--- src/ass_pkg.sv ---
// constants, register map and state types of the sweep sequencer.
// assumes one core clock; the register bus is a plain strobe port.
package ass_pkg;

    ////////////////////////////////////////////////////////////////////////////
    // register byte offsets
    localparam logic [7:0] OFS_CTRL_0 = 8'h00;
    localparam logic [7:0] OFS_CTRL_1 = 8'h04;
    localparam logic [7:0] OFS_CTRL_2 = 8'h08;
    localparam logic [7:0] OFS_CTRL_3 = 8'h0c;
    localparam logic [7:0] OFS_CTRL_4 = 8'h10;
    localparam logic [7:0] OFS_STATUS = 8'h14;
    localparam logic [7:0] OFS_SLOT_BASE = 8'h20;
    localparam logic [7:0] OFS_SLOT_LAST = 8'h3c;

    ////////////////////////////////////////////////////////////////////////////
    // field positions
    localparam int CTRL0_MODE_SEL_B0 = 0;
    localparam int CTRL0_MODE_SEL_B1 = 1;
    localparam int CTRL0_TRIGGER_SOURCE_SEL = 2;
    localparam int CTRL0_CONV_START_BIT = 3;
    localparam int CTRL1_SWEEP_COUNT_LO = 0;
    localparam int CTRL1_SWEEP_COUNT_HI = 1;
    localparam int CTRL1_MODE_SEL_B2 = 2;
    localparam int CTRL1_RES_10BIT = 3;
    localparam int CTRL2_INPUT_GROUP_LO = 0;
    localparam int CTRL2_INPUT_GROUP_HI = 1;
    localparam int CTRL2_HW_TRIGGER_SEL = 2;
    localparam int CTRL3_DMA_MODE_USE = 0;
    localparam int CTRL3_MULTIPORT_SWEEP_EN = 1;
    localparam int CTRL4_MULTIPORT_SEL_LO = 0;
    localparam int CTRL4_MULTIPORT_SEL_HI = 1;

    ////////////////////////////////////////////////////////////////////////////
    // reset values and sequence figures
    localparam logic [7:0] CTRL_RESET = 8'h00;
    localparam logic [9:0] SLOT_RESET = 10'h000;
    localparam logic [3:0] MP_LAST_STEP = 4'hf;
    localparam logic [2:0] PIN_LAST = 3'h7;
    localparam logic [1:0] FIRST_GROUP = 2'h0;

    typedef enum logic [1:0] {
        ST_IDLE = 2'b00,
        ST_ARMED = 2'b01,
        ST_REQ = 2'b10,
        ST_WAIT = 2'b11
    } ass_state_type;

    typedef enum logic [2:0] {
        MODE_NONE = 3'b000,
        MODE_SS = 3'b001,
        MODE_RS0 = 3'b010,
        MODE_RS1 = 3'b011,
        MODE_MPSS = 3'b100,
        MODE_MPRS = 3'b101
    } ass_mode_type;

endpackage : ass_pkg

--- src/ass_sweep_sequencer.sv ---
// sweep sequencer: register file, trigger selection, pin order, result slots.
// assumes an external converter core that accepts a start pulse with a
// channel and answers later with a done pulse and a 10-bit code.
////////////////////////////////////////////////////////////////////////////////
// Overview of operation
// - repeat sweep 0 converts 2, 4, 6 or 8 inputs and restarts endlessly
// - sweep width from sweep-count field, group from group field, inputs from 0
// - software trigger: start as soon as start bit is written 1
// - external trigger: falling edge of trigger input after start bit set
// - hardware trigger: motor timer count-complete request after start bit set
// - repeat modes run until software clears the start bit
// - repeat sweeps 0 and 1: no request without dma mode, one per conversion with it
// - without dma mode each result lands in the slot of its input
// - with dma mode every result lands in slot zero for the dma
// - repeat sweep 1 converts all eight inputs, giving prioritised inputs extra turns
// - repeat sweep 1 has 1 to 4 prioritised inputs starting at input 0
// - repeat sweep 1 ignores trigger edges once conversion has started
// - multi-port single sweep: 16 inputs, first group then second, ascending
// - single sweeps stop after last conversion, clearing start bit on software trigger
// - multi-port repeat sweep cycles the 16-input order until start bit cleared
// - multi-port arrangement comes from the two-bit select field in control 4
// - multi-port modes request an interrupt after every conversion
// - resolution bit 1 gives 10-bit results in bits 9 to 0
// - resolution bit 0 gives 8-bit results in bits 7 to 0
// - five modes decoded from three mode bits and the multi-port bit
// - a trigger during conversion aborts and restarts unless retrigger is invalid
module ass_sweep_sequencer #(
    parameter int RESULT_W = 10,
    parameter int NUM_SLOTS = 8
) (
    input wire logic i_core_clk,
    input wire logic i_rst_n,
    input wire logic [7:0] i_addr,
    input wire logic [15:0] i_wdata,
    input wire logic i_wr,
    input wire logic i_rd,
    output logic [15:0] o_rdata,
    input wire logic i_ext_trigger_in_n,
    input wire logic i_motor_timer_count,
    output logic o_conv_start,
    output logic [4:0] o_conv_channel,
    output logic o_conv_10bit,
    input wire logic i_conv_done,
    input wire logic [9:0] i_conv_data,
    output logic o_done_strobe,
    output logic o_irq,
    output logic o_dma_req,
    output logic [9:0] o_result,
    output logic [9:0] o_result_slot_zero
);
    import ass_pkg::*;

    if (RESULT_W != 10 || NUM_SLOTS != 8) begin : g_param_check
        $error("ass_sweep_sequencer supports only 10-bit results and 8 slots");
    end

    ////////////////////////////////////////////////////////////////////////////
    // control registers
    logic [7:0] conv_ctrl_0;
    logic [7:0] conv_ctrl_1;
    logic [7:0] conv_ctrl_2;
    logic [7:0] conv_ctrl_3;
    logic [7:0] conv_ctrl_4;
    logic hw_clear_start;
    logic wr_ctrl0;
    assign wr_ctrl0 = i_wr && (i_addr == OFS_CTRL_0);

    // a software write in the same cycle as the hardware stop wins, so a fresh start
    // written at the end of a pass keeps the start bit set, but the sequencer waits in ST_ARMED for a trigger edge
    always_ff @(posedge i_core_clk or negedge i_rst_n) begin
        if (!i_rst_n) begin
            conv_ctrl_0 <= CTRL_RESET;
        end else if (wr_ctrl0) begin
            conv_ctrl_0 <= i_wdata[7:0];
        end else if (hw_clear_start) begin
            conv_ctrl_0[CTRL0_CONV_START_BIT] <= 1'b0;
        end
    end

    always_ff @(posedge i_core_clk or negedge i_rst_n) begin
        if (!i_rst_n) begin
            conv_ctrl_1 <= CTRL_RESET;
            conv_ctrl_2 <= CTRL_RESET;
            conv_ctrl_3 <= CTRL_RESET;
            conv_ctrl_4 <= CTRL_RESET;
        end else if (i_wr) begin
            if (i_addr == OFS_CTRL_1) begin
                conv_ctrl_1 <= i_wdata[7:0];
            end
            if (i_addr == OFS_CTRL_2) begin
                conv_ctrl_2 <= i_wdata[7:0];
            end
            if (i_addr == OFS_CTRL_3) begin
                conv_ctrl_3 <= i_wdata[7:0];
            end
            if (i_addr == OFS_CTRL_4) begin
                conv_ctrl_4 <= i_wdata[7:0];
            end
        end
    end

    logic conv_start_bit;
    logic trigger_source_sel;
    logic hw_trigger_sel;
    logic dma_mode_use;
    logic res_10bit;
    logic [1:0] sweep_count;
    logic [1:0] input_group;
    logic [1:0] multiport_sel;
    logic [2:0] mode_bits;
    logic multiport_sweep_en;
    assign conv_start_bit = conv_ctrl_0[CTRL0_CONV_START_BIT];
    assign trigger_source_sel = conv_ctrl_0[CTRL0_TRIGGER_SOURCE_SEL];
    assign hw_trigger_sel = conv_ctrl_2[CTRL2_HW_TRIGGER_SEL];
    assign dma_mode_use = conv_ctrl_3[CTRL3_DMA_MODE_USE];
    assign multiport_sweep_en = conv_ctrl_3[CTRL3_MULTIPORT_SWEEP_EN];
    assign res_10bit = conv_ctrl_1[CTRL1_RES_10BIT];
    assign sweep_count = {conv_ctrl_1[CTRL1_SWEEP_COUNT_HI], conv_ctrl_1[CTRL1_SWEEP_COUNT_LO]};
    assign input_group = {conv_ctrl_2[CTRL2_INPUT_GROUP_HI], conv_ctrl_2[CTRL2_INPUT_GROUP_LO]};
    assign multiport_sel = {conv_ctrl_4[CTRL4_MULTIPORT_SEL_HI], conv_ctrl_4[CTRL4_MULTIPORT_SEL_LO]};
    assign mode_bits = {conv_ctrl_1[CTRL1_MODE_SEL_B2], conv_ctrl_0[CTRL0_MODE_SEL_B1],
                        conv_ctrl_0[CTRL0_MODE_SEL_B0]};

    ////////////////////////////////////////////////////////////////////////////
    // mode decode; one-shot and repeat are not served here and sit idle
    ass_mode_type mode;
    always_comb begin
        mode = MODE_NONE;
        if (!multiport_sweep_en) begin
            if (mode_bits == 3'h2) begin
                mode = MODE_SS;
            end else if (mode_bits == 3'h3) begin
                mode = MODE_RS0;
            end else if (mode_bits == 3'h7) begin
                mode = MODE_RS1;
            end
        end else if (mode_bits == 3'h2) begin
            mode = MODE_MPSS;
        end else if (mode_bits == 3'h3) begin
            mode = MODE_MPRS;
        end
    end

    logic mode_ok;
    logic mode_mp;
    logic mode_single;
    assign mode_ok = (mode != MODE_NONE);
    assign mode_mp = (mode == MODE_MPSS) || (mode == MODE_MPRS);
    assign mode_single = (mode == MODE_SS) || (mode == MODE_MPSS);

    ////////////////////////////////////////////////////////////////////////////
    // trigger events; inputs are synchronous, so a plain previous-value edge
    logic ext_prev;
    logic motor_prev;

    always_ff @(posedge i_core_clk or negedge i_rst_n) begin
        if (!i_rst_n) begin
            ext_prev <= 1'b1;
            motor_prev <= 1'b0;
        end else begin
            ext_prev <= i_ext_trigger_in_n;
            motor_prev <= i_motor_timer_count;
        end
    end

    logic ext_fall;
    logic motor_rise;
    logic trig_evt;
    assign ext_fall = ext_prev && !i_ext_trigger_in_n;
    assign motor_rise = i_motor_timer_count && !motor_prev;
    assign trig_evt = trigger_source_sel && (hw_trigger_sel ? motor_rise : ext_fall);

    ////////////////////////////////////////////////////////////////////////////
    // pin order
    ass_state_type state;
    logic [3:0] step;
    logic [2:0] rr_pin;
    logic [3:0] prio_n;
    logic [2:0] cur_pin;
    logic [1:0] cur_group;
    logic last_step;
    logic prio_end;
    assign prio_n = {2'b00, sweep_count} + 4'h1;
    assign prio_end = (step == prio_n);

    always_comb begin
        cur_pin = step[2:0];
        cur_group = input_group;
        last_step = (step == {1'b0, sweep_count, 1'b1});
        if (mode == MODE_RS1) begin
            cur_pin = prio_end ? rr_pin : step[2:0];
            last_step = 1'b0;
        end else if (mode_mp) begin
            cur_group = step[3] ? multiport_sel : FIRST_GROUP;
            last_step = (step == MP_LAST_STEP);
        end
    end

    logic retrig;
    logic accept;
    // retrigger is declared invalid only in repeat sweep 1
    assign retrig = (state == ST_WAIT) && trig_evt && (mode != MODE_RS1);
    assign accept = (state == ST_WAIT) && i_conv_done && !retrig;
    assign hw_clear_start = accept && last_step && mode_single && !trigger_source_sel;

    ////////////////////////////////////////////////////////////////////////////
    // sequencer
    always_ff @(posedge i_core_clk or negedge i_rst_n) begin
        if (!i_rst_n) begin
            state <= ST_IDLE;
            step <= 4'h0;
            rr_pin <= 3'h0;
            o_conv_start <= 1'b0;
            o_conv_channel <= 5'h00;
        end else begin
            o_conv_start <= 1'b0;
            if (!conv_start_bit || !mode_ok) begin
                state <= ST_IDLE;
                step <= 4'h0;
            end else begin
                unique case (state)
                    ST_IDLE: begin
                        step <= 4'h0;
                        rr_pin <= prio_n[2:0];
                        state <= trigger_source_sel ? ST_ARMED : ST_REQ;
                    end
                    ST_ARMED: begin
                        if (trig_evt) begin
                            state <= ST_REQ;
                        end
                    end
                    ST_REQ: begin
                        o_conv_start <= 1'b1;
                        o_conv_channel <= {cur_group, cur_pin};
                        state <= ST_WAIT;
                    end
                    ST_WAIT: begin
                        if (retrig) begin
                            step <= 4'h0;
                            rr_pin <= prio_n[2:0];
                            state <= ST_REQ;
                        end else if (accept) begin
                            if (mode == MODE_RS1) begin
                                if (prio_end) begin
                                    step <= 4'h0;
                                    rr_pin <= (rr_pin == PIN_LAST) ? prio_n[2:0] : rr_pin + 3'h1;
                                end else begin
                                    step <= step + 4'h1;
                                end
                                state <= ST_REQ;
                            end else if (last_step) begin
                                step <= 4'h0;
                                // a single sweep on external or hardware trigger waits for the next trigger
                                state <= mode_single ? ST_ARMED : ST_REQ;
                            end else begin
                                step <= step + 4'h1;
                                state <= ST_REQ;
                            end
                        end
                    end
                endcase
            end
        end
    end

    ////////////////////////////////////////////////////////////////////////////
    // results, strobes and requests
    logic [9:0] result_mem [NUM_SLOTS];
    logic [9:0] next_result;
    logic next_irq;
    // 8-bit codes come from the converter in the low byte
    assign next_result = res_10bit ? i_conv_data : {2'b00, i_conv_data[7:0]};

    always_comb begin
        next_irq = dma_mode_use;
        if (mode_mp) begin
            next_irq = 1'b1;
        end else if (mode == MODE_SS) begin
            next_irq = dma_mode_use || last_step;
        end
    end

    always_ff @(posedge i_core_clk or negedge i_rst_n) begin
        if (!i_rst_n) begin
            o_done_strobe <= 1'b0;
            o_irq <= 1'b0;
            o_dma_req <= 1'b0;
            o_result <= SLOT_RESET;
            o_conv_10bit <= 1'b0;
        end else begin
            o_conv_10bit <= res_10bit;
            o_done_strobe <= accept;
            o_irq <= accept && next_irq;
            o_dma_req <= accept && dma_mode_use;
            if (accept) begin
                o_result <= next_result;
            end
        end
    end

    for (genvar g = 0; g < NUM_SLOTS; g++) begin : g_slot
        always_ff @(posedge i_core_clk or negedge i_rst_n) begin
            if (!i_rst_n) begin
                result_mem[g] <= SLOT_RESET;
            end else if (accept) begin
                if (dma_mode_use ? (g == 0) : (cur_pin == 3'(g))) begin
                    result_mem[g] <= next_result;
                end
            end
        end
    end

    assign o_result_slot_zero = result_mem[0];

    ////////////////////////////////////////////////////////////////////////////
    // read port; unmapped offsets read zero
    always_ff @(posedge i_core_clk or negedge i_rst_n) begin
        if (!i_rst_n) begin
            o_rdata <= 16'h0000;
        end else begin
            o_rdata <= 16'h0000;
            if (i_rd) begin
                if (i_addr == OFS_CTRL_0) begin
                    o_rdata <= {8'h00, conv_ctrl_0};
                end else if (i_addr == OFS_CTRL_1) begin
                    o_rdata <= {8'h00, conv_ctrl_1};
                end else if (i_addr == OFS_CTRL_2) begin
                    o_rdata <= {8'h00, conv_ctrl_2};
                end else if (i_addr == OFS_CTRL_3) begin
                    o_rdata <= {8'h00, conv_ctrl_3};
                end else if (i_addr == OFS_CTRL_4) begin
                    o_rdata <= {8'h00, conv_ctrl_4};
                end else if (i_addr == OFS_STATUS) begin
                    o_rdata <= {6'h00, state, step, 1'b0, cur_pin};
                end else if (i_addr >= OFS_SLOT_BASE && i_addr <= OFS_SLOT_LAST &&
                             i_addr[1:0] == 2'b00) begin
                    o_rdata <= {6'h00, result_mem[i_addr[4:2]]};
                end
            end
        end
    end

    ////////////////////////////////////////////////////////////////////////////
    // checks
    a_sw_start_go: assert property (@(posedge i_core_clk) disable iff (!i_rst_n)
        (state == ST_IDLE && conv_start_bit && mode_ok && !trigger_source_sel)
        |-> ##[1:2] (o_conv_start || !conv_start_bit))
        else $error("software start did not issue a conversion");
    a_armed_waits: assert property (@(posedge i_core_clk) disable iff (!i_rst_n)
        (state == ST_ARMED && !trig_evt) |=> (state != ST_REQ))
        else $error("conversion began without a trigger");
    a_repeat_holds: assert property (@(posedge i_core_clk) disable iff (!i_rst_n)
        (conv_start_bit && !mode_single && !wr_ctrl0) |=> conv_start_bit)
        else $error("start bit dropped in a repeat mode");
    a_rs_no_irq: assert property (@(posedge i_core_clk) disable iff (!i_rst_n)
        (o_irq && $past(mode == MODE_RS0 || mode == MODE_RS1)) |-> $past(dma_mode_use))
        else $error("repeat sweep raised an interrupt without dma mode");
    a_pin_slot: assert property (@(posedge i_core_clk) disable iff (!i_rst_n)
        (accept && !dma_mode_use) |=> (result_mem[$past(cur_pin)] == $past(next_result)))
        else $error("result not stored in its pin slot");
    a_dma_pairs: assert property (@(posedge i_core_clk) disable iff (!i_rst_n)
        o_dma_req |-> (o_done_strobe && result_mem[0] == o_result))
        else $error("dma request without a slot zero result");
    a_rs1_no_retrig: assert property (@(posedge i_core_clk) disable iff (!i_rst_n)
        (state == ST_WAIT && mode == MODE_RS1 && trig_evt && !i_conv_done && conv_start_bit)
        |=> (state == ST_WAIT && $stable(step)))
        else $error("retrigger restarted repeat sweep 1");
    a_retrig_restart: assert property (@(posedge i_core_clk) disable iff (!i_rst_n)
        (retrig && conv_start_bit && mode_ok && !wr_ctrl0) |=> (step == 4'h0) ##1 o_conv_start)
        else $error("trigger during conversion did not restart");
    a_mp_order: assert property (@(posedge i_core_clk) disable iff (!i_rst_n)
        (state == ST_REQ && mode_mp && conv_start_bit)
        |=> (o_conv_channel == {($past(step) >= 4'h8) ? $past(multiport_sel) : FIRST_GROUP,
                                $past(step[2:0])}))
        else $error("multi-port order broken");
    a_single_stop: assert property (@(posedge i_core_clk) disable iff (!i_rst_n)
        (accept && last_step && mode_single && !trigger_source_sel && !wr_ctrl0)
        |=> !conv_start_bit ##1 (state == ST_IDLE))
        else $error("single sweep did not stop");
    // a stop written just before the last result sends the sequencer idle instead
    a_rs0_wrap: assert property (@(posedge i_core_clk) disable iff (!i_rst_n)
        (accept && last_step && mode == MODE_RS0 && conv_start_bit && !wr_ctrl0)
        |=> (step == 4'h0 && state == ST_REQ))
        else $error("repeat sweep 0 did not restart");
    a_mp_irq: assert property (@(posedge i_core_clk) disable iff (!i_rst_n)
        (accept && mode_mp) |=> (o_irq && o_done_strobe))
        else $error("multi-port conversion without interrupt");
    a_res_8bit: assert property (@(posedge i_core_clk) disable iff (!i_rst_n)
        (o_done_strobe && !$past(res_10bit)) |-> (o_result[9:8] == 2'b00))
        else $error("8-bit result has upper bits set");

endmodule : ass_sweep_sequencer

--- config.mk ---
export PLATFORM = sky130hd
export DESIGN_NAME = ass_sweep_sequencer
export DESIGN_NICKNAME = d
export VERILOG_FILES = /design/src/ass_pkg.sv /design/src/ass_sweep_sequencer.sv
export SDC_FILE = /design/constraint.sdc
export NUM_CORES = 1
export LEC_CHECK = 0
export ABC_AREA = 1
export ABC_CLOCK_PERIOD_IN_PS = 2200
export BUFFER_PORTS_ARGS = -buffer_cell sky130_fd_sc_hd__buf_2
export CORE_ASPECT_RATIO = 0.75
export CORE_MARGIN = 3
export CORE_UTILIZATION = 53
export DETAILED_ROUTE_END_ITERATION = 10
export PLACE_DENSITY_LB_ADDON = 0.3
export SYNTH_ARGS = -nofsm -noshare
export SYNTH_HDL_FRONTEND = slang
export SYNTH_SLANG_ARGS = --single-unit
--- constraint.sdc ---
create_clock -name i_core_clk -period 2.2 [get_ports i_core_clk]
set_input_delay 0.44 -clock i_core_clk [delete_from_list [all_inputs] [get_ports i_core_clk]]
set_output_delay 0.44 -clock i_core_clk [all_outputs]
set_load 0.02 [all_outputs]
==> out/summary.txt, run 1 <==
Vias in the first global route - 5963
Required @ worst endpoint - 2.47 ns
Port buffer count - 72
WL/cell - 17.3 µm
Layout Nets - 1049
CTS tree - built
Leak pwr - 4.57 nW
#FFs+latches synth - 161
Synth Cell Area - 7540 µm²
CP max FO - 10
Placed inst area - 8350 µm²
Hpwl dp - 13800 µm
CTS clk-pin slew, worst paths - 0.07 ns
Layout cells sized above 1 - 0.222
Slowest stage delay, CP - 0.41 ns
Worst-margin pin slew - 0.661 ns
Clk buf depth - 2
Maximum VDD drop - 0.659 mV
Worst slew margin - 0.556
WP buf/inv - 2
H-tree Lvls - 4
Die Span Y - 109 µm
Drt drc - 0
Final hold viol count - 0
Die area - 15700 µm²
Fin area - 9220 µm²
Grt ovf - 0
Worst Path Arrival - 2.53 ns
Worst setup margin - -0.0590 ns
Tmin final - 2.26 ns
ANT cells - 0
Top delay family on crit path - simple AND/OR/NAND/NOR gates
Sink Count - 161
Clk_lat worst skew - 0.42 ns
Iteration-0 DRC Markers - 673
Post-Syn Area per Cell - 8.36 µm²
Status - complete, but fails checks
FMAX - 443 MHz
First-pass detailed-route iteration total - 6
Largest net degree at the start of global routing - 58
Ys async rst share - 1.00
P&R area growth vs syn - 22.3%
Synth unique cells - 36
Hold Crit Class - in2reg
Sequential area share after synthesis - 0.535
Fin. max-slew vios - 0
Via count - 6658
First-pass GRT wire length - 31800 µm
Setup violations, final - 6
Dominant synthesized flop cell - dfrtp_1
Routability cong. - 0.939
Row count - 37
Post-Route WL - 20600 µm
Element type at the critical path end - flip-flop
Max cap viols - 0
Most used cell, CP - nand2_1
GRT Util Overall - 0.263
Critical path's slowest cell - dfrtp_1
Tcrit/Tclk final - 1.03
CP Cell Sequence - ha_4, inv_2, nand2_1, nand2_1, nor2_2, nand3_2, nand2_1, nand2_2, nor3_2, nand2_1, buf_4, nand2_1, o21ai_1
Failing checks - setup timing
Synth warn - 0
RSZ-0062 raised after global routing - yes
Number of I/O pins - 87
CP Class - reg2reg
Initial antenna violation count - 0
Final Skew - 0.0114 ns
Area of the core - 13800 µm²
Starting density of the core - 0.546
Vias per Instance - 5.59
Crit start category - flip-flop
TritonCTS Buffers - 17
Final core occ - 0.668
Mapped Cells - 902
PwrDens - 720 nW/µm²
Die Span X - 144 µm
CTS root buffer - clkbuf_16
Post-route antenna net violation count - 0
Post-synth EDFFs - 0
## area by class of cell
| type | count | area [µm²] |
|---|---|---|
| timing repair buffer | 131 | 1010 |
| fill | 1111 | 4580 |
| clock buffer | 18 | 439 |
| sequential | 161 | 4030 |
| multi-input combinational | 616 | 3030 |
| tap | 175 | 219 |
| inverter | 77 | 289 |
| clock inverter | 14 | 195 |
## state kept, by name (all words and copies together) (netlist names), 2 cells and up
signal              flops
conv_ctrl_4             8
conv_ctrl_2             8
step                    4
state                   2
o_result               10
conv_ctrl_1             8
conv_ctrl_3             8
result_mem             70
conv_ctrl_0             8
rr_pin                  3
o_rdata                10
o_result_slot_zero     10
o_conv_channel          5
## cells by family after synthesis
group	count (synthesis)	share of synthesized area
and+or+nand+nor	375	0.210
AOI/OAI and AO/OA	229	0.162
DFF	161	0.535
buffers and inverters	130	0.0833
adders and majority gates	4	0.00664
xor gates and xnor gates	2	0.00232
other	1	0.000498
## worst paths after layout
check,startpoint,endpoint,slack (ns),cells after the start
min in group asynchronous,i_rst_n,state[1]$_DFFE_PN0P_,0.48,2
worst min register to register,o_conv_channel[3]$_DFFE_PN0P_,o_conv_channel[3]$_DFFE_PN0P_,0.48,2
worst min-delay path,i_ext_trigger_in_n,ext_prev$_DFF_PN1_,0.13,1
worst max-delay path,conv_ctrl_1[0]$_DFFE_PN0P_,result_mem[48]$_DFFE_PN0P_,-0.06,13
max in group asynchronous,i_rst_n,conv_ctrl_4[2]$_DFFE_PN0P_,1.03,3
worst max register to register,conv_ctrl_1[0]$_DFFE_PN0P_,result_mem[48]$_DFFE_PN0P_,-0.06,13
## power by group
part / switching (W) / internal [W] / total, W / leakage, nW
Sequential: 0.0000325 / 0.00300 / 0.00304 / 2.23
Clock: 0.00131 / 0.00186 / 0.00317 / 0.306
Combinational: 0.000287 / 0.000142 / 0.000429 / 2.04
Total: 0.00163 / 0.00501 / 0.00664 / 4.57
## per-stage QoR
step	hold slack, ns	worst slack [ns]	total power (W)	instances	setup TNS, ns
after floorplan	0.144	0.201	0.00329	907	0
after global placement	0.356	0.0544	0.00350	1152	0
after CTS	0.116	0.0000511	0.00664	1186	0
after detailed placement	0.355	0.0260	0.00351	1152	0
final	0.128	-0.0590	0.00664	1192	-0.0935
after global routing	0.116	-0.175	0.00684	1192	-7.46
## layout by cell type, fill, tap and decap left out, types with 3 or more instances in the layout
cell,n
nand2_1,249
dfrtp_1,160
o21ai_0,98
buf_2,71
inv_1,66
o21ai_1,60
nor2_1,42
buf_4,42
o22ai_1,28
nand3_1,28
a21oi_1,20
clkbuf_16,19
buf_12,13
o21ai_2,12
nand2_2,11
nand2_4,11
inv_2,10
nand4_1,10
or2_2,6
conb_1,6
nor3_1,5
nor2_2,4
a31oi_1,4
o211ai_1,4
nor3_4,3
ha_1,3
bufinv_16,3
inv_8,3
inv_6,3
## synthesized netlist by cell type, types with 3 or more instances
master	count	area, µm²
buf_4	21	158
inv_1	70	263
o21ai_1	67	335
nor2_1	43	161
nor3_4	3	48.8
nor3_1	5	25.0
nand2_2	7	43.8
buf_6	6	67.6
dfrtp_1	160	4000
nand3_1	28	140
a21oi_1	20	100
a31oi_1	4	25.0
o21ai_2	5	43.8
o211ai_1	4	30.0
buf_2	13	65.1
nand2_1	264	991
or2_2	6	37.5
nor2_2	3	18.8
o21ai_0	98	490
ha_1	4	50.1
o22ai_1	28	175
nand4_1	10	62.6
clkbuf_1	13	48.8
inv_2	6	22.5
## repair_timing
item                                   CTS  global route
pin swaps                                1             3
gates resized for setup                  0            39
setup buffers                            1             3
cloned                                   0             3
endpoints found under the hold margin   30             0
setup endpoints to repair                3            80
hold buffers                             1             0
## layer usage
layer  vias to the layer above  track usage  part of all wire
met4                         0       0.0551             0.012
met1                      3171        0.401              0.45
met3                        28       0.0627             0.082
met5                         -            0                 0
met2                       300        0.385              0.45
li1                       3159            -                 -
No activity file was read; power rests on OpenSTA's default activity.
==> run 2: changes to the inputs <==
--- a/config.mk
+++ b/config.mk
@@ -6,12 +6,12 @@
 export NUM_CORES = 1
 export LEC_CHECK = 0
 export ABC_AREA = 1
-export ABC_CLOCK_PERIOD_IN_PS = 2200
-export BUFFER_PORTS_ARGS = -buffer_cell sky130_fd_sc_hd__buf_2
+export ABC_CLOCK_PERIOD_IN_PS = 2900
 export CORE_ASPECT_RATIO = 0.75
 export CORE_MARGIN = 3
-export CORE_UTILIZATION = 53
+export CORE_UTILIZATION = 65
 export DETAILED_ROUTE_END_ITERATION = 10
+export DONT_BUFFER_PORTS = 1
 export PLACE_DENSITY_LB_ADDON = 0.3
 export SYNTH_ARGS = -nofsm -noshare
 export SYNTH_HDL_FRONTEND = slang
==> constraint.sdc (replaced) <==
create_clock -name i_core_clk -period 2.9 [get_ports i_core_clk]
set_input_delay 0.58 -clock i_core_clk [delete_from_list [all_inputs] [get_ports i_core_clk]]
set_output_delay 0.58 -clock i_core_clk [all_outputs]
set_load 0.02 [all_outputs]
==> out/summary.txt, run 2 (synthesized netlist as in run 1, its figures left out) <==
Final Skew - 0.00845 ns (-0.00298 ns)
CP max FO - 20 (+10)
First-pass GRT wire length - 32100 µm (+0.96%)
Required @ worst endpoint - 3.25 ns (+0.78 ns)
Port buffer count - 0 (-100%)
Post-route antenna net violation count - 0 (unchanged)
Max reg flops - 70 (unchanged)
Worst Path Arrival - 2.85 ns (+0.32 ns)
CTS clk-pin slew, worst paths - 0.07 ns (about the same)
Post-Route WL - 19800 µm (-4.0%)
Failing checks - hold timing
Placed inst area - 7490 µm² (-10%)
Fin Setup TNS - 0 ns (+0.0935 ns)
Placement-stage worst setup slack - 0.507 ns (+0.481 ns)
Critical R2R Launch - conv_ctrl_1[0]$_DFFE_PN0P_
Setup violations, final - 0 (-6)
Iteration-0 DRC Markers - 904 (+34%)
Element type at the critical path end - flip-flop
CTS tree - built
Crit start category - flip-flop
Commonest cells after routing, fill and taps aside - nand2_1 (264), dfrtp_1 (160), o21ai_0 (98), inv_1 (70), o21ai_1 (67)
Tmin final - 2.51 ns (+0.247 ns)
Hpwl dp - 13200 µm (-4.3%)
Worst slew margin - 0.610 (+0.0547)
Vias per Instance - 6.20 (+11%)
Die area - 12900 µm² (-18%)
RSZ-0062 raised after global routing - no
CTS root buffer - clkbuf_16
Final core occ - 0.731 (+0.0633)
Met2 global-route usage - 0.482 (+0.0973)
Hold Crit Class - in2async
Via count - 6437 (-3.3%)
Max cap viols - 0 (unchanged)
FMAX - 399 MHz (-9.9%)
Maximum VDD drop - 0.526 mV (-20%)
Layout cells sized above 1 - 0.0901 (-0.132)
Initial antenna violation count - 0 (unchanged)
First-pass detailed-route iteration total - 5 (-1)
H-tree Lvls - 4 (unchanged)
Post-CTS Setup Bufs - 0 (-1)
Die Span Y - 99.3 µm (-9.2%)
Sink Count - 161 (unchanged)
Drt drc - 0 (unchanged)
Fin. max-slew vios - 0 (unchanged)
Seq. cell area - 4030 µm² (unchanged)
Tcrit/Tclk final - 0.864 (-0.163)
Largest net degree at the start of global routing - 162 (+180%)
Row count - 33 (-11%)
CP Class - reg2reg
Commonest non-fill, non-tap cell in the layout - nand2_1
FF-to-FF setup slack - 0.39 ns (+0.45 ns)
Worst-margin pin slew - 0.584 ns (-0.0776 ns)
WL/cell - 19.1 µm (+10%)
Status - complete, but fails checks
Met1 usage - 0.466 (+0.0654)
TritonCTS Buffers - 17 (unchanged)
ANT cells - 0 (unchanged)
Vias in the first global route - 6120 (+2.6%)
Routability cong. - 0.946 (+0.71%)
Post-cts resize count - 0 (unchanged)
Area of the core - 11100 µm² (-19%)
Starting density of the core - 0.679 (+0.132)
Worst setup margin - 0.394 ns (+0.453 ns)
Hold Worst Slack - -0.160 ns (-0.288 ns)
P&R area growth vs syn - 7.79%
Grt ovf - 0 (unchanged)
PwrDens - 604 nW/µm² (-16%)
Die Span X - 130 µm (-9.3%)
R2R cell count - 16 (+3)
Leak pwr - 3.87 nW (-15%)
Most flops, register - result_mem
M3 GR Usage - 0.0778 (+0.0151)
Fin area - 8120 µm² (-12%)
Number of I/O pins - 87 (unchanged)
Clk_lat worst skew - 0.43 ns (about the same)
Global route hottest layer - met2
Final hold viol count - 160 (+160)
Worst r2r dst - result_mem[14]$_DFFE_PN0P_
Clk buf depth - 2 (unchanged)
GRT Util Overall - 0.324 (+0.0607)
Multi-input gate area - 2900 µm² (-4.4%)
Layout Nets - 931 (-11%)
Number of fill cells in the layout - 786 (-29%)
## run 2: cell count changes in the layout (fill, tap and decap cells not counted), sizes merged
| cell | before | now |
|---|---|---|
| buf | 128 | 13 |
| clkinvlp | 2 | 1 |
| dlygate4sd3 | 1 | 0 |
| inv | 82 | 81 |
## run 2: how the worst max path moves through the flow
stage | start | end | slack, ns | cells past startpoint
CTS | conv_ctrl_1[0]$_DFFE_PN0P_ | result_mem[14]$_DFFE_PN0P_ | 0.45 | 16
global placement | i_addr[4] | conv_ctrl_0[7]$_DFFE_PN0P_ | 0.59 | 7
floorplan | conv_ctrl_1[0]$_DFFE_PN0P_ | result_mem[68]$_DFFE_PN0P_ | 0.90 | 13
detailed placement | i_addr[4] | conv_ctrl_3[6]$_DFFE_PN0P_ | 0.51 | 5
global route | conv_ctrl_1[0]$_DFFE_PN0P_ | o_result_slot_zero[4]$_DFFE_PN0P_ | 0.21 | 14
finish | conv_ctrl_1[0]$_DFFE_PN0P_ | result_mem[14]$_DFFE_PN0P_ | 0.39 | 16
## run 2: critical path, cell delays in order (launching register included)
cell	delay, ns
dfrtp_1	0.49
ha_1	0.35
inv_1	0.06
nand2_1	0.05
nand2_1	0.05
nor2_1	0.18
nand3_2	0.19
inv_1	0.11
nand2_1	0.08
nand2_2	0.10
inv_1	0.07
nand2_1	0.07
inv_1	0.05
nand2_1	0.07
buf_4	0.25
nand2_1	0.12
o21ai_1	0.12
## run 2: routing by layer
layer,vias up,share of wire
met3,60,0.10
met5,-,0
met2,403,0.46
li1,2918,-
met4,0,0.026
met1,3056,0.41
## run 2: layout make-up
type | instances | area share
sequential | 161 | 0.496
multi-input combinational | 616 | 0.357
clock buffer | 20 | 0.0574
inverter | 77 | 0.0356
tap | 140 | 0.0216
clock inverter | 12 | 0.0206
timing repair buffer | 13 | 0.0120
## run 2: through the flow
step / instances / total power, W
after floorplan: 907 / 0.00249
after global placement: 1007 / 0.00253
after detailed placement: 1007 / 0.00254
after CTS: 1039 / 0.00490
after global routing: 1039 / 0.00505
final: 1039 / 0.00491
## run 2: power breakdown
group	leakage, nW	switching [W]	internal [W]
combinational	1.33	0.000145	0.0000554
sequential	2.23	0.0000323	0.00228
clock	0.309	0.000955	0.00144
